File: config.mk
export PLATFORM = sky130hd
export DESIGN_NAME = tpf_pin_function
export DESIGN_NICKNAME = d
export VERILOG_FILES = /design/src/pkg/tpf_pkg.sv /design/src/rtl/tpf_pin_function.sv
export VERILOG_INCLUDE_DIRS = /design/src /design/src/pkg
export SDC_FILE = /design/constraint.sdc
export NUM_CORES = 1
export LEC_CHECK = 0
export BUFFER_PORTS_ARGS = -buffer_cell sky130_fd_sc_hd__buf_2
export CAP_MARGIN = 20
export CORE_MARGIN = 3
export CORE_UTILIZATION = 45
export CTS_CLUSTER_DIAMETER = 120
export CTS_CLUSTER_SIZE = 8
export DETAILED_ROUTE_END_ITERATION = 10
export GPL_ROUTABILITY_DRIVEN = 0
export PLACE_DENSITY = 0.79
export SYNTH_ARGS = -nofsm -noshare
export SYNTH_HDL_FRONTEND = slang
export SYNTH_SLANG_ARGS = --single-unit
File: constraint.sdc
create_clock -name clock -period 1.99 [get_ports clock]
set_input_delay 0.398 -clock clock [delete_from_list [all_inputs] [get_ports clock]]
set_output_delay 0.398 -clock clock [all_outputs]
set_load 0.005 [all_outputs]
File: src/pkg/tpf_cfg.svh
// Behaviour
// - compare mode: A match holds, clears, sets, toggles
// - pwm mode: inactive, active, pwm, single pulse
// - capture: rising, falling, both edges, disabled
// - match to initial level shows no change
// - counter on rise restores initial level
// - before match pin holds initial level
// - pwm: initial-level bit sets active level
// - timer/counter mode ignores level and pin bits
// - single pulse: counter on rise sets level
// - mode field picks compare, capture, pwm, timer
// - source bit picks capture pin or clock pin
// - polarity bit one inverts the output pin except in timer mode
// - complementary pin always inverse of output pin
`ifndef TPF_CFG_SVH
`define TPF_CFG_SVH

// ****************************************
// register map
// ****************************************
`define TPF_OFS_CTRL   4'h0
`define TPF_OFS_RUN    4'h4
`define TPF_OFS_STAT   4'h8
`define TPF_OFS_MASK   4'hc
`define TPF_CTRL_RST   8'h00
`define TPF_RUN_RST    1'b0
`define TPF_STAT_RST   3'h0
`define TPF_MASK_RST   3'h0

// ****************************************
// status bits
// ****************************************
`define TPF_ST_MATCH   0
`define TPF_ST_CAPT    1
`define TPF_ST_PULSE   2

// ****************************************
// pin function codes
// ****************************************
`define TPF_IO_HOLD    2'h0
`define TPF_IO_LOW     2'h1
`define TPF_IO_HIGH    2'h2
`define TPF_IO_TOGGLE  2'h3
`define TPF_IO_INACT   2'h0
`define TPF_IO_ACT     2'h1
`define TPF_IO_PWM     2'h2
`define TPF_IO_PULSE   2'h3
`define TPF_IO_RISE    2'h0
`define TPF_IO_FALL    2'h1
`define TPF_IO_BOTH    2'h2

`endif

File: src/pkg/tpf_pkg.sv
// ****************************************
// types
// ****************************************
package tpf_pkg;

  typedef enum logic [1:0] {
    TPF_MODE_CMP = 2'h0,
    TPF_MODE_CAP = 2'h1,
    TPF_MODE_PWM = 2'h2,
    TPF_MODE_TMR = 2'h3
  } tpf_mode_e;

  typedef struct packed {
    tpf_mode_e  mode;
    logic [1:0] pinFunctionSelect;
    logic       outputInitialLevel;
    logic       outputPolarity;
    logic       captureSourceSelect;
    logic       counterClearSelect;
  } tpf_ctrl_s;

  typedef enum logic [1:0] {
    TPF_BUS_IDLE = 2'b01,
    TPF_BUS_ACK  = 2'b10
  } tpf_bus_e;

endpackage : tpf_pkg

File: src/rtl/tpf_pin_function.sv
`timescale 1ns/1ps
`include "tpf_cfg.svh"

module tpf_pin_function (
  input  wire logic              clock,
  input  wire logic              rstn,
  input  wire logic [3:0]        address,
  input  wire logic              read,
  input  wire logic              write,
  input  wire logic [3:0]        byteenable,
  input  wire logic [31:0]       writedata,
  output logic      [31:0]       readdata,
  output logic                   waitrequest,
  input  wire logic              compAMatch,
  input  wire logic              compPMatch,
  input  wire logic              captureInputPin,
  input  wire logic              externalClockPin,
  output logic                   timerOutputPin,
  output logic                   complementaryOutputPin,
  output logic                   captureStrobe,
  output logic                   counterOn,
  output tpf_pkg::tpf_ctrl_s     ctrlOut,
  output logic                   irq
);

  // ****************************************
  // declarations
  // ****************************************
  tpf_pkg::tpf_bus_e  busState_reg;
  tpf_pkg::tpf_bus_e  busState_next;
  logic [7:0]         ctrl_reg;
  logic [7:0]         ctrl_next;
  logic               run_reg;
  logic               run_next;
  logic [2:0]         stat_reg;
  logic [2:0]         stat_next;
  logic [2:0]         mask_reg;
  logic [2:0]         mask_next;
  logic [31:0]        rdata_reg;
  logic [31:0]        rdata_next;
  logic               wait_reg;
  logic               wait_next;
  logic               irq_reg;
  logic               irq_next;
  logic [1:0]         sync1_reg;
  logic [1:0]         sync2_reg;
  logic               srcPrev_reg;
  logic               srcPrev_next;
  logic               onPrev_reg;
  logic               onPrev_next;
  logic               level_reg;
  logic               level_next;
  logic               matched_reg;
  logic               matched_next;
  logic               phase_reg;
  logic               phase_next;
  logic               pulse_reg;
  logic               pulse_next;
  logic               pin_reg;
  logic               pin_next;
  logic               pinB_reg;
  logic               pinB_next;
  logic               capt_reg;
  logic               capt_next;
  tpf_pkg::tpf_ctrl_s ctrl;
  logic               onRise;
  logic               src;
  logic               edgeRise;
  logic               edgeFall;
  logic               evMatch;
  logic               evCapt;
  logic               evPulse;
  logic               busWrite;
  logic               curLevel;

  assign ctrl     = tpf_pkg::tpf_ctrl_s'(ctrl_reg);
  assign onRise   = run_reg & ~onPrev_reg;
  assign busWrite = (busState_reg == tpf_pkg::TPF_BUS_ACK) & write & byteenable[0];

  // ****************************************
  // pin synchronisers
  // ****************************************
  // first stage feeds only the second; edges are judged on stage two
  always_ff @(posedge clock) begin
    if (!rstn) begin
      sync1_reg <= 2'h0;
      sync2_reg <= 2'h0;
    end else begin
      sync1_reg <= {externalClockPin, captureInputPin};
      sync2_reg <= sync1_reg;
    end
  end

  // ****************************************
  // capture edge detect
  // ****************************************
  assign src      = ctrl.captureSourceSelect ? sync2_reg[1] : sync2_reg[0];
  assign edgeRise = src & ~srcPrev_reg;
  assign edgeFall = ~src & srcPrev_reg;

  always_comb begin
    srcPrev_next = src;
    capt_next    = 1'b0;
    if (ctrl.mode == tpf_pkg::TPF_MODE_CAP && run_reg) begin
      case (ctrl.pinFunctionSelect)
        `TPF_IO_RISE: begin
          capt_next = edgeRise;
        end
        `TPF_IO_FALL: begin
          capt_next = edgeFall;
        end
        `TPF_IO_BOTH: begin
          capt_next = edgeRise | edgeFall;
        end
        default: begin
          capt_next = 1'b0;
        end
      endcase
    end
  end

  always_ff @(posedge clock) begin
    if (!rstn) begin
      srcPrev_reg <= 1'b0;
      capt_reg    <= 1'b0;
    end else begin
      srcPrev_reg <= srcPrev_next;
      capt_reg    <= capt_next;
    end
  end

  // ****************************************
  // output level
  // ****************************************
  // a match is only meaningful while the counter runs
  assign curLevel = matched_reg ? level_reg : ctrl.outputInitialLevel;
  assign evMatch  = (ctrl.mode == tpf_pkg::TPF_MODE_CMP) & run_reg & compAMatch & ~onRise;
  assign evCapt   = capt_next;
  assign evPulse  = (ctrl.mode == tpf_pkg::TPF_MODE_PWM) & (ctrl.pinFunctionSelect == `TPF_IO_PULSE)
                    & run_reg & pulse_reg & compAMatch & ~onRise;

  always_comb begin
    onPrev_next  = run_reg;
    level_next   = level_reg;
    matched_next = matched_reg;
    phase_next   = phase_reg;
    pulse_next   = pulse_reg;
    case (ctrl.mode)
      tpf_pkg::TPF_MODE_CMP: begin
        if (onRise) begin
          matched_next = 1'b0;
          level_next   = ctrl.outputInitialLevel;
        end else if (evMatch) begin
          matched_next = 1'b1;
          case (ctrl.pinFunctionSelect)
            `TPF_IO_HOLD: begin
              level_next = curLevel;
            end
            `TPF_IO_LOW: begin
              level_next = 1'b0;
            end
            `TPF_IO_HIGH: begin
              level_next = 1'b1;
            end
            default: begin
              level_next = ~curLevel;
            end
          endcase
        end else if (!matched_reg) begin
          level_next = ctrl.outputInitialLevel;
        end
      end
      tpf_pkg::TPF_MODE_PWM: begin
        // pin bits are sampled live; changing them while running is unsafe
        if (onRise) begin
          phase_next = 1'b1;
          pulse_next = 1'b1;
        end else if (run_reg && compAMatch) begin
          phase_next = 1'b0;
          pulse_next = 1'b0;
        end else if (run_reg && compPMatch) begin
          phase_next = 1'b1;
        end
        case (ctrl.pinFunctionSelect)
          `TPF_IO_INACT: begin
            level_next = ~ctrl.outputInitialLevel;
          end
          `TPF_IO_ACT: begin
            level_next = ctrl.outputInitialLevel;
          end
          `TPF_IO_PWM: begin
            level_next = phase_next ? ctrl.outputInitialLevel : ~ctrl.outputInitialLevel;
          end
          default: begin
            level_next = pulse_next ? ctrl.outputInitialLevel : ~ctrl.outputInitialLevel;
          end
        endcase
      end
      default: begin
        level_next = 1'b0;
      end
    endcase
    // timer mode leaves the pin low rather than undefined
    if (ctrl.mode == tpf_pkg::TPF_MODE_TMR) begin
      pin_next = 1'b0;
    end else begin
      pin_next = level_next ^ ctrl.outputPolarity;
    end
    pinB_next = ~pin_next;
  end

  always_ff @(posedge clock) begin
    if (!rstn) begin
      onPrev_reg  <= 1'b0;
      level_reg   <= 1'b0;
      matched_reg <= 1'b0;
      phase_reg   <= 1'b0;
      pulse_reg   <= 1'b0;
      pin_reg     <= 1'b0;
      pinB_reg    <= 1'b1;
    end else begin
      onPrev_reg  <= onPrev_next;
      level_reg   <= level_next;
      matched_reg <= matched_next;
      phase_reg   <= phase_next;
      pulse_reg   <= pulse_next;
      pin_reg     <= pin_next;
      pinB_reg    <= pinB_next;
    end
  end

  // ****************************************
  // avalon slave and registers
  // ****************************************
  // one wait cycle: waitrequest drops the cycle after the request is seen
  always_comb begin
    busState_next = busState_reg;
    ctrl_next     = ctrl_reg;
    run_next      = run_reg;
    mask_next     = mask_reg;
    rdata_next    = rdata_reg;
    wait_next     = 1'b1;
    stat_next     = stat_reg;
    case (busState_reg)
      tpf_pkg::TPF_BUS_IDLE: begin
        if (read || write) begin
          busState_next = tpf_pkg::TPF_BUS_ACK;
          wait_next     = 1'b0;
          rdata_next    = 32'h0;
          if (read) begin
            case (address)
              `TPF_OFS_CTRL: begin
                rdata_next = {24'h0, ctrl_reg};
              end
              `TPF_OFS_RUN: begin
                rdata_next = {31'h0, run_reg};
              end
              `TPF_OFS_STAT: begin
                rdata_next = {29'h0, stat_reg};
              end
              `TPF_OFS_MASK: begin
                rdata_next = {29'h0, mask_reg};
              end
              default: begin
                rdata_next = 32'h0;
              end
            endcase
          end
        end
      end
      tpf_pkg::TPF_BUS_ACK: begin
        busState_next = tpf_pkg::TPF_BUS_IDLE;
        if (busWrite) begin
          case (address)
            `TPF_OFS_CTRL: begin
              ctrl_next = writedata[7:0];
            end
            `TPF_OFS_RUN: begin
              run_next = writedata[0];
            end
            `TPF_OFS_STAT: begin
              stat_next = stat_reg & ~writedata[2:0];
            end
            `TPF_OFS_MASK: begin
              mask_next = writedata[2:0];
            end
            default: begin
              run_next = run_reg;
            end
          endcase
        end
      end
      default: begin
        busState_next = tpf_pkg::TPF_BUS_IDLE;
      end
    endcase
    // set beats a same-cycle clear
    stat_next[`TPF_ST_MATCH] = stat_next[`TPF_ST_MATCH] | evMatch;
    stat_next[`TPF_ST_CAPT]  = stat_next[`TPF_ST_CAPT] | evCapt;
    stat_next[`TPF_ST_PULSE] = stat_next[`TPF_ST_PULSE] | evPulse;
    irq_next = |(stat_next & mask_next);
  end

  always_ff @(posedge clock) begin
    if (!rstn) begin
      busState_reg <= tpf_pkg::TPF_BUS_IDLE;
      ctrl_reg     <= `TPF_CTRL_RST;
      run_reg      <= `TPF_RUN_RST;
      stat_reg     <= `TPF_STAT_RST;
      mask_reg     <= `TPF_MASK_RST;
      rdata_reg    <= 32'h0;
      wait_reg     <= 1'b1;
      irq_reg      <= 1'b0;
    end else begin
      busState_reg <= busState_next;
      ctrl_reg     <= ctrl_next;
      run_reg      <= run_next;
      stat_reg     <= stat_next;
      mask_reg     <= mask_next;
      rdata_reg    <= rdata_next;
      wait_reg     <= wait_next;
      irq_reg      <= irq_next;
    end
  end

  // ****************************************
  // outputs
  // ****************************************
  assign readdata               = rdata_reg;
  assign waitrequest            = wait_reg;
  assign timerOutputPin         = pin_reg;
  assign complementaryOutputPin = pinB_reg;
  assign captureStrobe          = capt_reg;
  assign counterOn              = run_reg;
  assign ctrlOut                = ctrl;
  assign irq                    = irq_reg;

endmodule : tpf_pin_function

==> summary.md, run 1 <==
| Metric | Value |
|---|---|
| Status | `complete, no violations` |
| Clk slew on worst S/H paths | `0.08 ns` |
| Wire length on met3 | `277 um` |
| WL met2 | `1801 um` |
| Share of cells above drive strength 1 | `~30%` |
| Ys Warns | `0` |
| Drt first pass iters | `4` |
| Reg2reg setup slack | `0.06 ns` |
| Initial antenna violation count | `0` |
| Detail Placement HPWL | `2968 um` |
| CP Capture Type | `flop` |
| Most common cell after layout, fill and taps aside | `buf_2` |
| Sequential power share | `55.0%` |
| Post-detailed-route count of antenna-violating nets | `0` |
| Crit share post-route | `96.82%` |
| CTS max path bufs | `2` |
| CTS Buf Count | `5` |
| FP Rows | `23` |
| Core area | `4058 um^2` |
| EDFF count, synth | `0` |
| Initial DRC count | `76` |
| Routed len/inst | `13.05 um` |
| Cell Area, Synth | `between 1500 and 2000 um^2` |
| Max-slew violations | `0` |
| Placed inst area | `about 2100 um^2` |
| Tot Pwr | `1.481 mW` |
| Clock network fraction of total power | `38.6%` |
| Antenna diodes | `0` |
| Post-synthesis sequential area ratio | `between 40% and 50%` |
| Combinational Power Share | `roughly 6.4%` |
| Post-Syn Area per Cell | `roughly 9.3 um^2` |
| CTS Sinks | `40` |
| Min cycle time layout | `1.927 ns` |
| # IOs | `94` |
| Clk_skew | `a little over 0.006 ns` |
| Reg2reg start | `ctrlOut[1]$_SDFFE_PN0P_` |
| Post-cts hold buffer count | `0` |
| Global route overflow | `0` |
| Port-buffer cells | `42` |
| CP required | `2.23 ns` |
| CTS Root Cell | `clkbuf_8` |
| Sw Ratio | `between 20% and 30%` |
| Met1 wire length | `1820 um` |
| Hold Vio Cnt, Final | `0` |
| Final Instance Area | `2230 um^2` |
| Vias in the first global route | `roughly 1,400` |
| Area delta synth->final | `16.93%` |
| Pwr Density | `664.3 nW/um^2` |
| Peak supply drop | `370.2 uV` |
| DP Worst Slack | `-0.04262 ns` |
| Multi-input combinational cell area | `about 950 um^2` |
| Worst setup SP type | `flop` |
| Largest net degree at the start of global routing | `17` |
| Via density | `about 5.0` |
| Die Wd | `71.10 um` |
| Slew margin rel. | `about 58%` |
| Worst-skew pair later-pin latency | `0.30 ns` |
| HP Class | `primary input to flop` |
| Worst Tran Pin Value | `0.6188 ns` |
| Initial Util | `46.99%` |
| Mapped Cells | `204` |
| WS Path Type | `flop to flop` |
| Hold Path Depth | `2` |
| Fill count | `378` |
| FF+latch area | `802.0 um^2` |
| Distinct cells, synth | `46` |
| Cells on worst reg2reg path | `7` |
| Die Footprint | `5055 um^2` |
| Post-synth ARST share | `0%` |
| Int Pwr | `approximately 1.1 mW` |
| GRT Util Overall | `between 10% and 20%` |
| Die Height | `71.10 um` |
| Vias | `about 1,500` |
| CTS tree | `done` |
| CP max FO | `2` |
| Unrepaired setup endpoints after global routing | `true` |
| Worst EP arrival | `2.16 ns` |
| Detailed Route WL | `3981 um` |
| # DRC | `0` |
| Peak Freq | `0.5190 GHz` |
| Most frequent cells in the layout | `buf_2 (42), dfxtp_1 (39), nor2_1 (33), conb_1 (24), mux2i_1 (13)` |
| Worst R2R End | `irq$_SDFF_PN0_` |
| Min-Delay Endpoint | `sync1_reg[0]$_SDFF_PN0_` |
| Final setup margin | `0.06323 ns` |
| Max-cap violations | `0` |
| Final Net Count | `304` |
| Setup violators final | `0` |
| Leakage | `1.009 nW` |
| Hold path start | `captureInputPin` |
| Psw | `0.3558 mW` |
| Synthesized flop and latch total | `40` |
| Htree depth | `2` |
| Global-route wire length before repair | `6306 um` |
| DR top layer | `met4` |
| Ys flop type | `dfxtp_1` |
==> power groups by stage <==
stage	combinational [mW]	sequential [mW]	clock, mW
3_5_place_dp	0.0942	0.833	0
3_3_place_gp	0.0930	0.833	0
4_1_cts	0.0944	0.814	0.586
6_report	0.0951	0.815	0.571
5_1_grt	0.108	0.816	0.612
2_1_floorplan	0.0855	0.833	0
==> through the flow <==
| step | TNS [ns] | util [%] | std cells | hold WS (ns) |
|---|---|---|---|---|
| after floorplan | 0 | - | 227 | 0.4118 |
| after global placement | -0.01212 | 52.02 | 296 | 0.4135 |
| after detailed placement | -0.04262 | 52.02 | 296 | 0.4231 |
| after CTS | 0 | 54.55 | 304 | 0.2993 |
| after global routing | -0.04041 | 54.95 | 305 | 0.3130 |
| final | 0 | 54.95 | 305 | 0.3087 |
==> cell type report <==
cell class / count / area share (%)
multi-input cells: 147 / 42.70
flip-flops and latches: 40 / 35.97
repair buffers: 52 / 12.79
clock buffers: 6 / 3.704
well taps: 50 / 2.806
inverters: 8 / 1.347
clock inverters: 2 / 0.6734
==> how the worst max path moves through the flow <==
stage	start	endpoint	slack (ns)
3_5_place_dp	ctrlOut[1]$_SDFFE_PN0P_	irq$_SDFF_PN0_	-0.04
2_1_floorplan	ctrlOut[1]$_SDFFE_PN0P_	irq$_SDFF_PN0_	0.18
6_report	ctrlOut[1]$_SDFFE_PN0P_	irq$_SDFF_PN0_	0.06
3_3_place_gp	ctrlOut[1]$_SDFFE_PN0P_	irq$_SDFF_PN0_	-0.01
4_1_cts	ctrlOut[1]$_SDFFE_PN0P_	irq$_SDFF_PN0_	0.03
5_1_grt	ctrlOut[1]$_SDFFE_PN0P_	irq$_SDFF_PN0_	-0.03
==> metal layers <==
metal | GRT usage, % | vias up
li1 | - | 754
met1 | 20.23 | 706
met2 | 25.13 | 55
met3 | 4.261 | 8
met4 | 7.933 | 0
met5 | 0 | -
==> timing repair <==
action                     in CTS  in global routing
pin swaps                       0                  1
resized for setup               1                  3
setup buffers                   0                  1
setup endpoints to repair       1                  1
==> critical path, stage by stage, from the launching register on <==
cell	delay, ns
dfxtp_2	0.35
mux2i_2	0.25
ha_1	0.27
a211o_1	0.31
a211oi_2	0.26
a21oi_2	0.07
nor3_1	0.21
a221o_1	0.16
==> synth_stat cells, types with 3 or more instances <==
cell	n	area share, %
dfxtp_1	40	42
nor2_1	33	6.5
buf_4	24	9.4
mux2i_1	14	7.3
a21oi_1	10	2.6
and2_1	8	2.6
nand2_1	8	1.6
inv_1	7	1.4
a22oi_1	6	2.4
a211oi_1	3	1.2
a31oi_1	3	0.98
buf_2	3	0.79
clkbuf_1	3	0.59
nand3_1	3	0.79
nor2b_1	3	0.98
==> cell families after synthesis <==
kind of cell / after synthesis / share of synthesized area [%]
compound gates: 35 / 13.45
fa+ha+maj: 2 / 1.312
buf+inv: 40 / 13.25
flops: 40 / 41.99
mux: 16 / 9.514
other cells: 1 / 0.1967
simple gates: 70 / 20.28
Note: power is estimated with default switching activity, not from simulation.
==> inputs of run 2 (changes only) <==
- MAX_ROUTING_LAYER: default -> met4
==> run 2 against run 1 <==
Die area did not move. Clock power is 0.7% lower. Clock skew decreased by 0.0020 ns. Highest routed layer unchanged. Final cell count unchanged. Critical path type unchanged.
==> summary.md, run 2 (synthesis results as in run 1) <==
| Metric | Value |
|---|---|
| Tot Pwr | `1.476 mW (-0.32%)` |
| WL met2 | `1810 um (+0.50%)` |
| Die Footprint | `5055 um^2 (unchanged)` |
| Final setup margin | `0.06059 ns (-0.002640 ns)` |
| Cells on worst reg2reg path | `7 (unchanged)` |
| Fill count | `378 (unchanged)` |
| Post-detailed-route count of antenna-violating nets | `0 (unchanged)` |
| Htree depth | `2 (unchanged)` |
| HP Class | `primary input to flop` |
| Worst setup SP type | `flop` |
| CTS Root Cell | `clkbuf_8` |
| Post-cts hold buffer count | `0 (unchanged)` |
| Share of cells above drive strength 1 | `29.41% (unchanged)` |
| Vias in the first global route | `1,364 (-0.44%)` |
| Core area | `4058 um^2 (unchanged)` |
| CP max FO | `2 (unchanged)` |
| CTS tree | `done` |
| Worst Tran Pin Value | `0.6181 ns (-0.0007520 ns)` |
| # DRC | `0 (unchanged)` |
| Slew margin rel. | `58.52% (about the same)` |
| CP Capture Type | `flop` |
| Global-route wire length before repair | `6334 um (+0.44%)` |
| Initial DRC count | `81 (+6.6%)` |
| Detailed Route WL | `3940 um (-1.0%)` |
| Antenna diodes | `0 (unchanged)` |
| Worst EP arrival | `2.17 ns (about the same)` |
| CP endpoint | `irq$_SDFF_PN0_` |
| CTS max path bufs | `2 (unchanged)` |
| Hold Vio Cnt, Final | `0 (unchanged)` |
| Final Net Count | `304 (unchanged)` |
| Die Wd | `71.10 um (unchanged)` |
| Port-buffer cells | `42 (unchanged)` |
| WS Path Type | `flop to flop` |
| # IOs | `94 (unchanged)` |
| Setup violators final | `0 (unchanged)` |
| Largest net degree at the start of global routing | `17 (unchanged)` |
| DR top layer | `met4` |
| Crit share post-route | `96.96% (+0.13 points)` |
| Reg2reg start | `ctrlOut[1]$_SDFFE_PN0P_` |
| Initial Util | `46.99% (unchanged)` |
| FF+latch area | `802.0 um^2 (unchanged)` |
| DP Worst Slack | `-0.04262 ns (unchanged)` |
| Vias | `1,525 (+0.13%)` |
| Routed len/inst | `12.92 um (-1.0%)` |
| Leakage | `1.009 nW (unchanged)` |
| Via density | `5.000 (+0.13%)` |
| Worst-skew pair later-pin latency | `0.29 ns (about the same)` |
| Die Height | `71.10 um (unchanged)` |
| Initial antenna violation count | `0 (unchanged)` |
| Global route overflow | `0 (unchanged)` |
| Pwr Density | `662.2 nW/um^2 (-0.32%)` |
| CP required | `2.23 ns (about the same)` |
| CTS Sinks | `40 (unchanged)` |
| GRT Util Overall | `16.53% (+0.54 points)` |
| Clk_skew | `0.004153 ns (-0.002040 ns)` |
| Status | `complete, no violations` |
| Peak supply drop | `370.5 uV (about the same)` |
| Wire length on met3 | `261 um (-5.8%)` |
| Fin Hold WS | `0.3091 ns (+0.0003660 ns)` |
| Min cycle time layout | `1.929 ns (+0.002640 ns)` |
| Worst R2R End | `irq$_SDFF_PN0_` |
| Max-slew violations | `0 (unchanged)` |
| Met1 wire length | `1803 um (-0.93%)` |
| Drt first pass iters | `4 (unchanged)` |
| Reg2reg setup slack | `0.06 ns (about the same)` |
| Clk slew on worst S/H paths | `0.08 ns (about the same)` |
| Most common cell after layout, fill and taps aside | `buf_2` |
| Max-cap violations | `0 (unchanged)` |
| Detail Placement HPWL | `2968 um (unchanged)` |
| Crit. Startpoint | `ctrlOut[1]$_SDFFE_PN0P_` |
| CTS Buf Count | `5 (unchanged)` |
| Unrepaired setup endpoints after global routing | `true` |
| Multi-input combinational cell area | `952.2 um^2 (unchanged)` |
| Area delta synth->final | `16.93% (unchanged)` |
| Most frequent cells in the layout | `buf_2 (42), dfxtp_1 (39), nor2_1 (33), conb_1 (24), mux2i_1 (13)` |
| FP Rows | `23 (unchanged)` |
| Peak Freq | `0.5183 GHz (-0.14%)` |
-- run 2: cell counts in the layout (fill, tap and decap cells not counted) --
Identical to the previous run, type by type.
-- run 2: worst min path at each step --
stage                       startpoint                       to  depth (start not counted)
2_1_floorplan  sync1_reg[0]$_SDFF_PN0_  sync2_reg[0]$_SDFF_PN0_                          1
3_3_place_gp   sync1_reg[1]$_SDFF_PN0_  sync2_reg[1]$_SDFF_PN0_                          1
3_5_place_dp   sync1_reg[0]$_SDFF_PN0_  sync2_reg[0]$_SDFF_PN0_                          1
4_1_cts                captureInputPin  sync1_reg[0]$_SDFF_PN0_                          2
5_1_grt               externalClockPin  sync1_reg[1]$_SDFF_PN0_                          2
6_report               captureInputPin  sync1_reg[0]$_SDFF_PN0_                          2
-- run 2: area by class of cell --
| type | count | area share (%) |
|---|---|---|
| Clock inverter | 2 | 0.6734 |
| Timing Repair Buffer | 52 | 12.79 |
| Clock buffer | 6 | 3.704 |
| Multi-Input combinational cell | 147 | 42.70 |
| Inverter | 8 | 1.347 |
| Sequential cell | 40 | 35.97 |
| Tap cell | 50 | 2.806 |
-- run 2: power by group --
part	internal, mW	switching (mW)	leakage, nW	total, mW
clock network	0.280	0.286	0.0434	0.567
registers	0.810	0.00471	0.324	0.815
logic	0.0348	0.0602	0.642	0.0950
-- run 2: critical path: stages (launching register included) --
cell,delay [ns]
dfxtp_2,0.35
mux2i_2,0.25
ha_1,0.27
a211o_1,0.31
a211oi_2,0.26
a21oi_2,0.07
nor3_1,0.21
a221o_1,0.16
-- run 2: metrics by stage --
stage,setup TNS [ns],cells,instance area (um^2),utilization [%]
floorplan,0,227,1993,-
global placement,-0.01212,296,2111,52.02
detailed placement,-0.04262,296,2111,52.02
CTS,0,304,2213,54.55
global route,-0.04041,305,2230,54.95
finish,0,305,2230,54.95
-- run 2: what timing repair did --
item                       CTS  global route
buffers inserted             0             1
setup endpoints to repair    1             1
pin swaps                    0             1
gates resized for setup      1             3
-- run 2: routing by layer --
| layer | GRT usage, % | vias up |
|---|---|---|
| met5 | - | - |
| met4 | 7.933 | 0 |
| met3 | 3.835 | 6 |
| met2 | 25.13 | 62 |
| met1 | 20.67 | 703 |
| li1 | - | 754 |
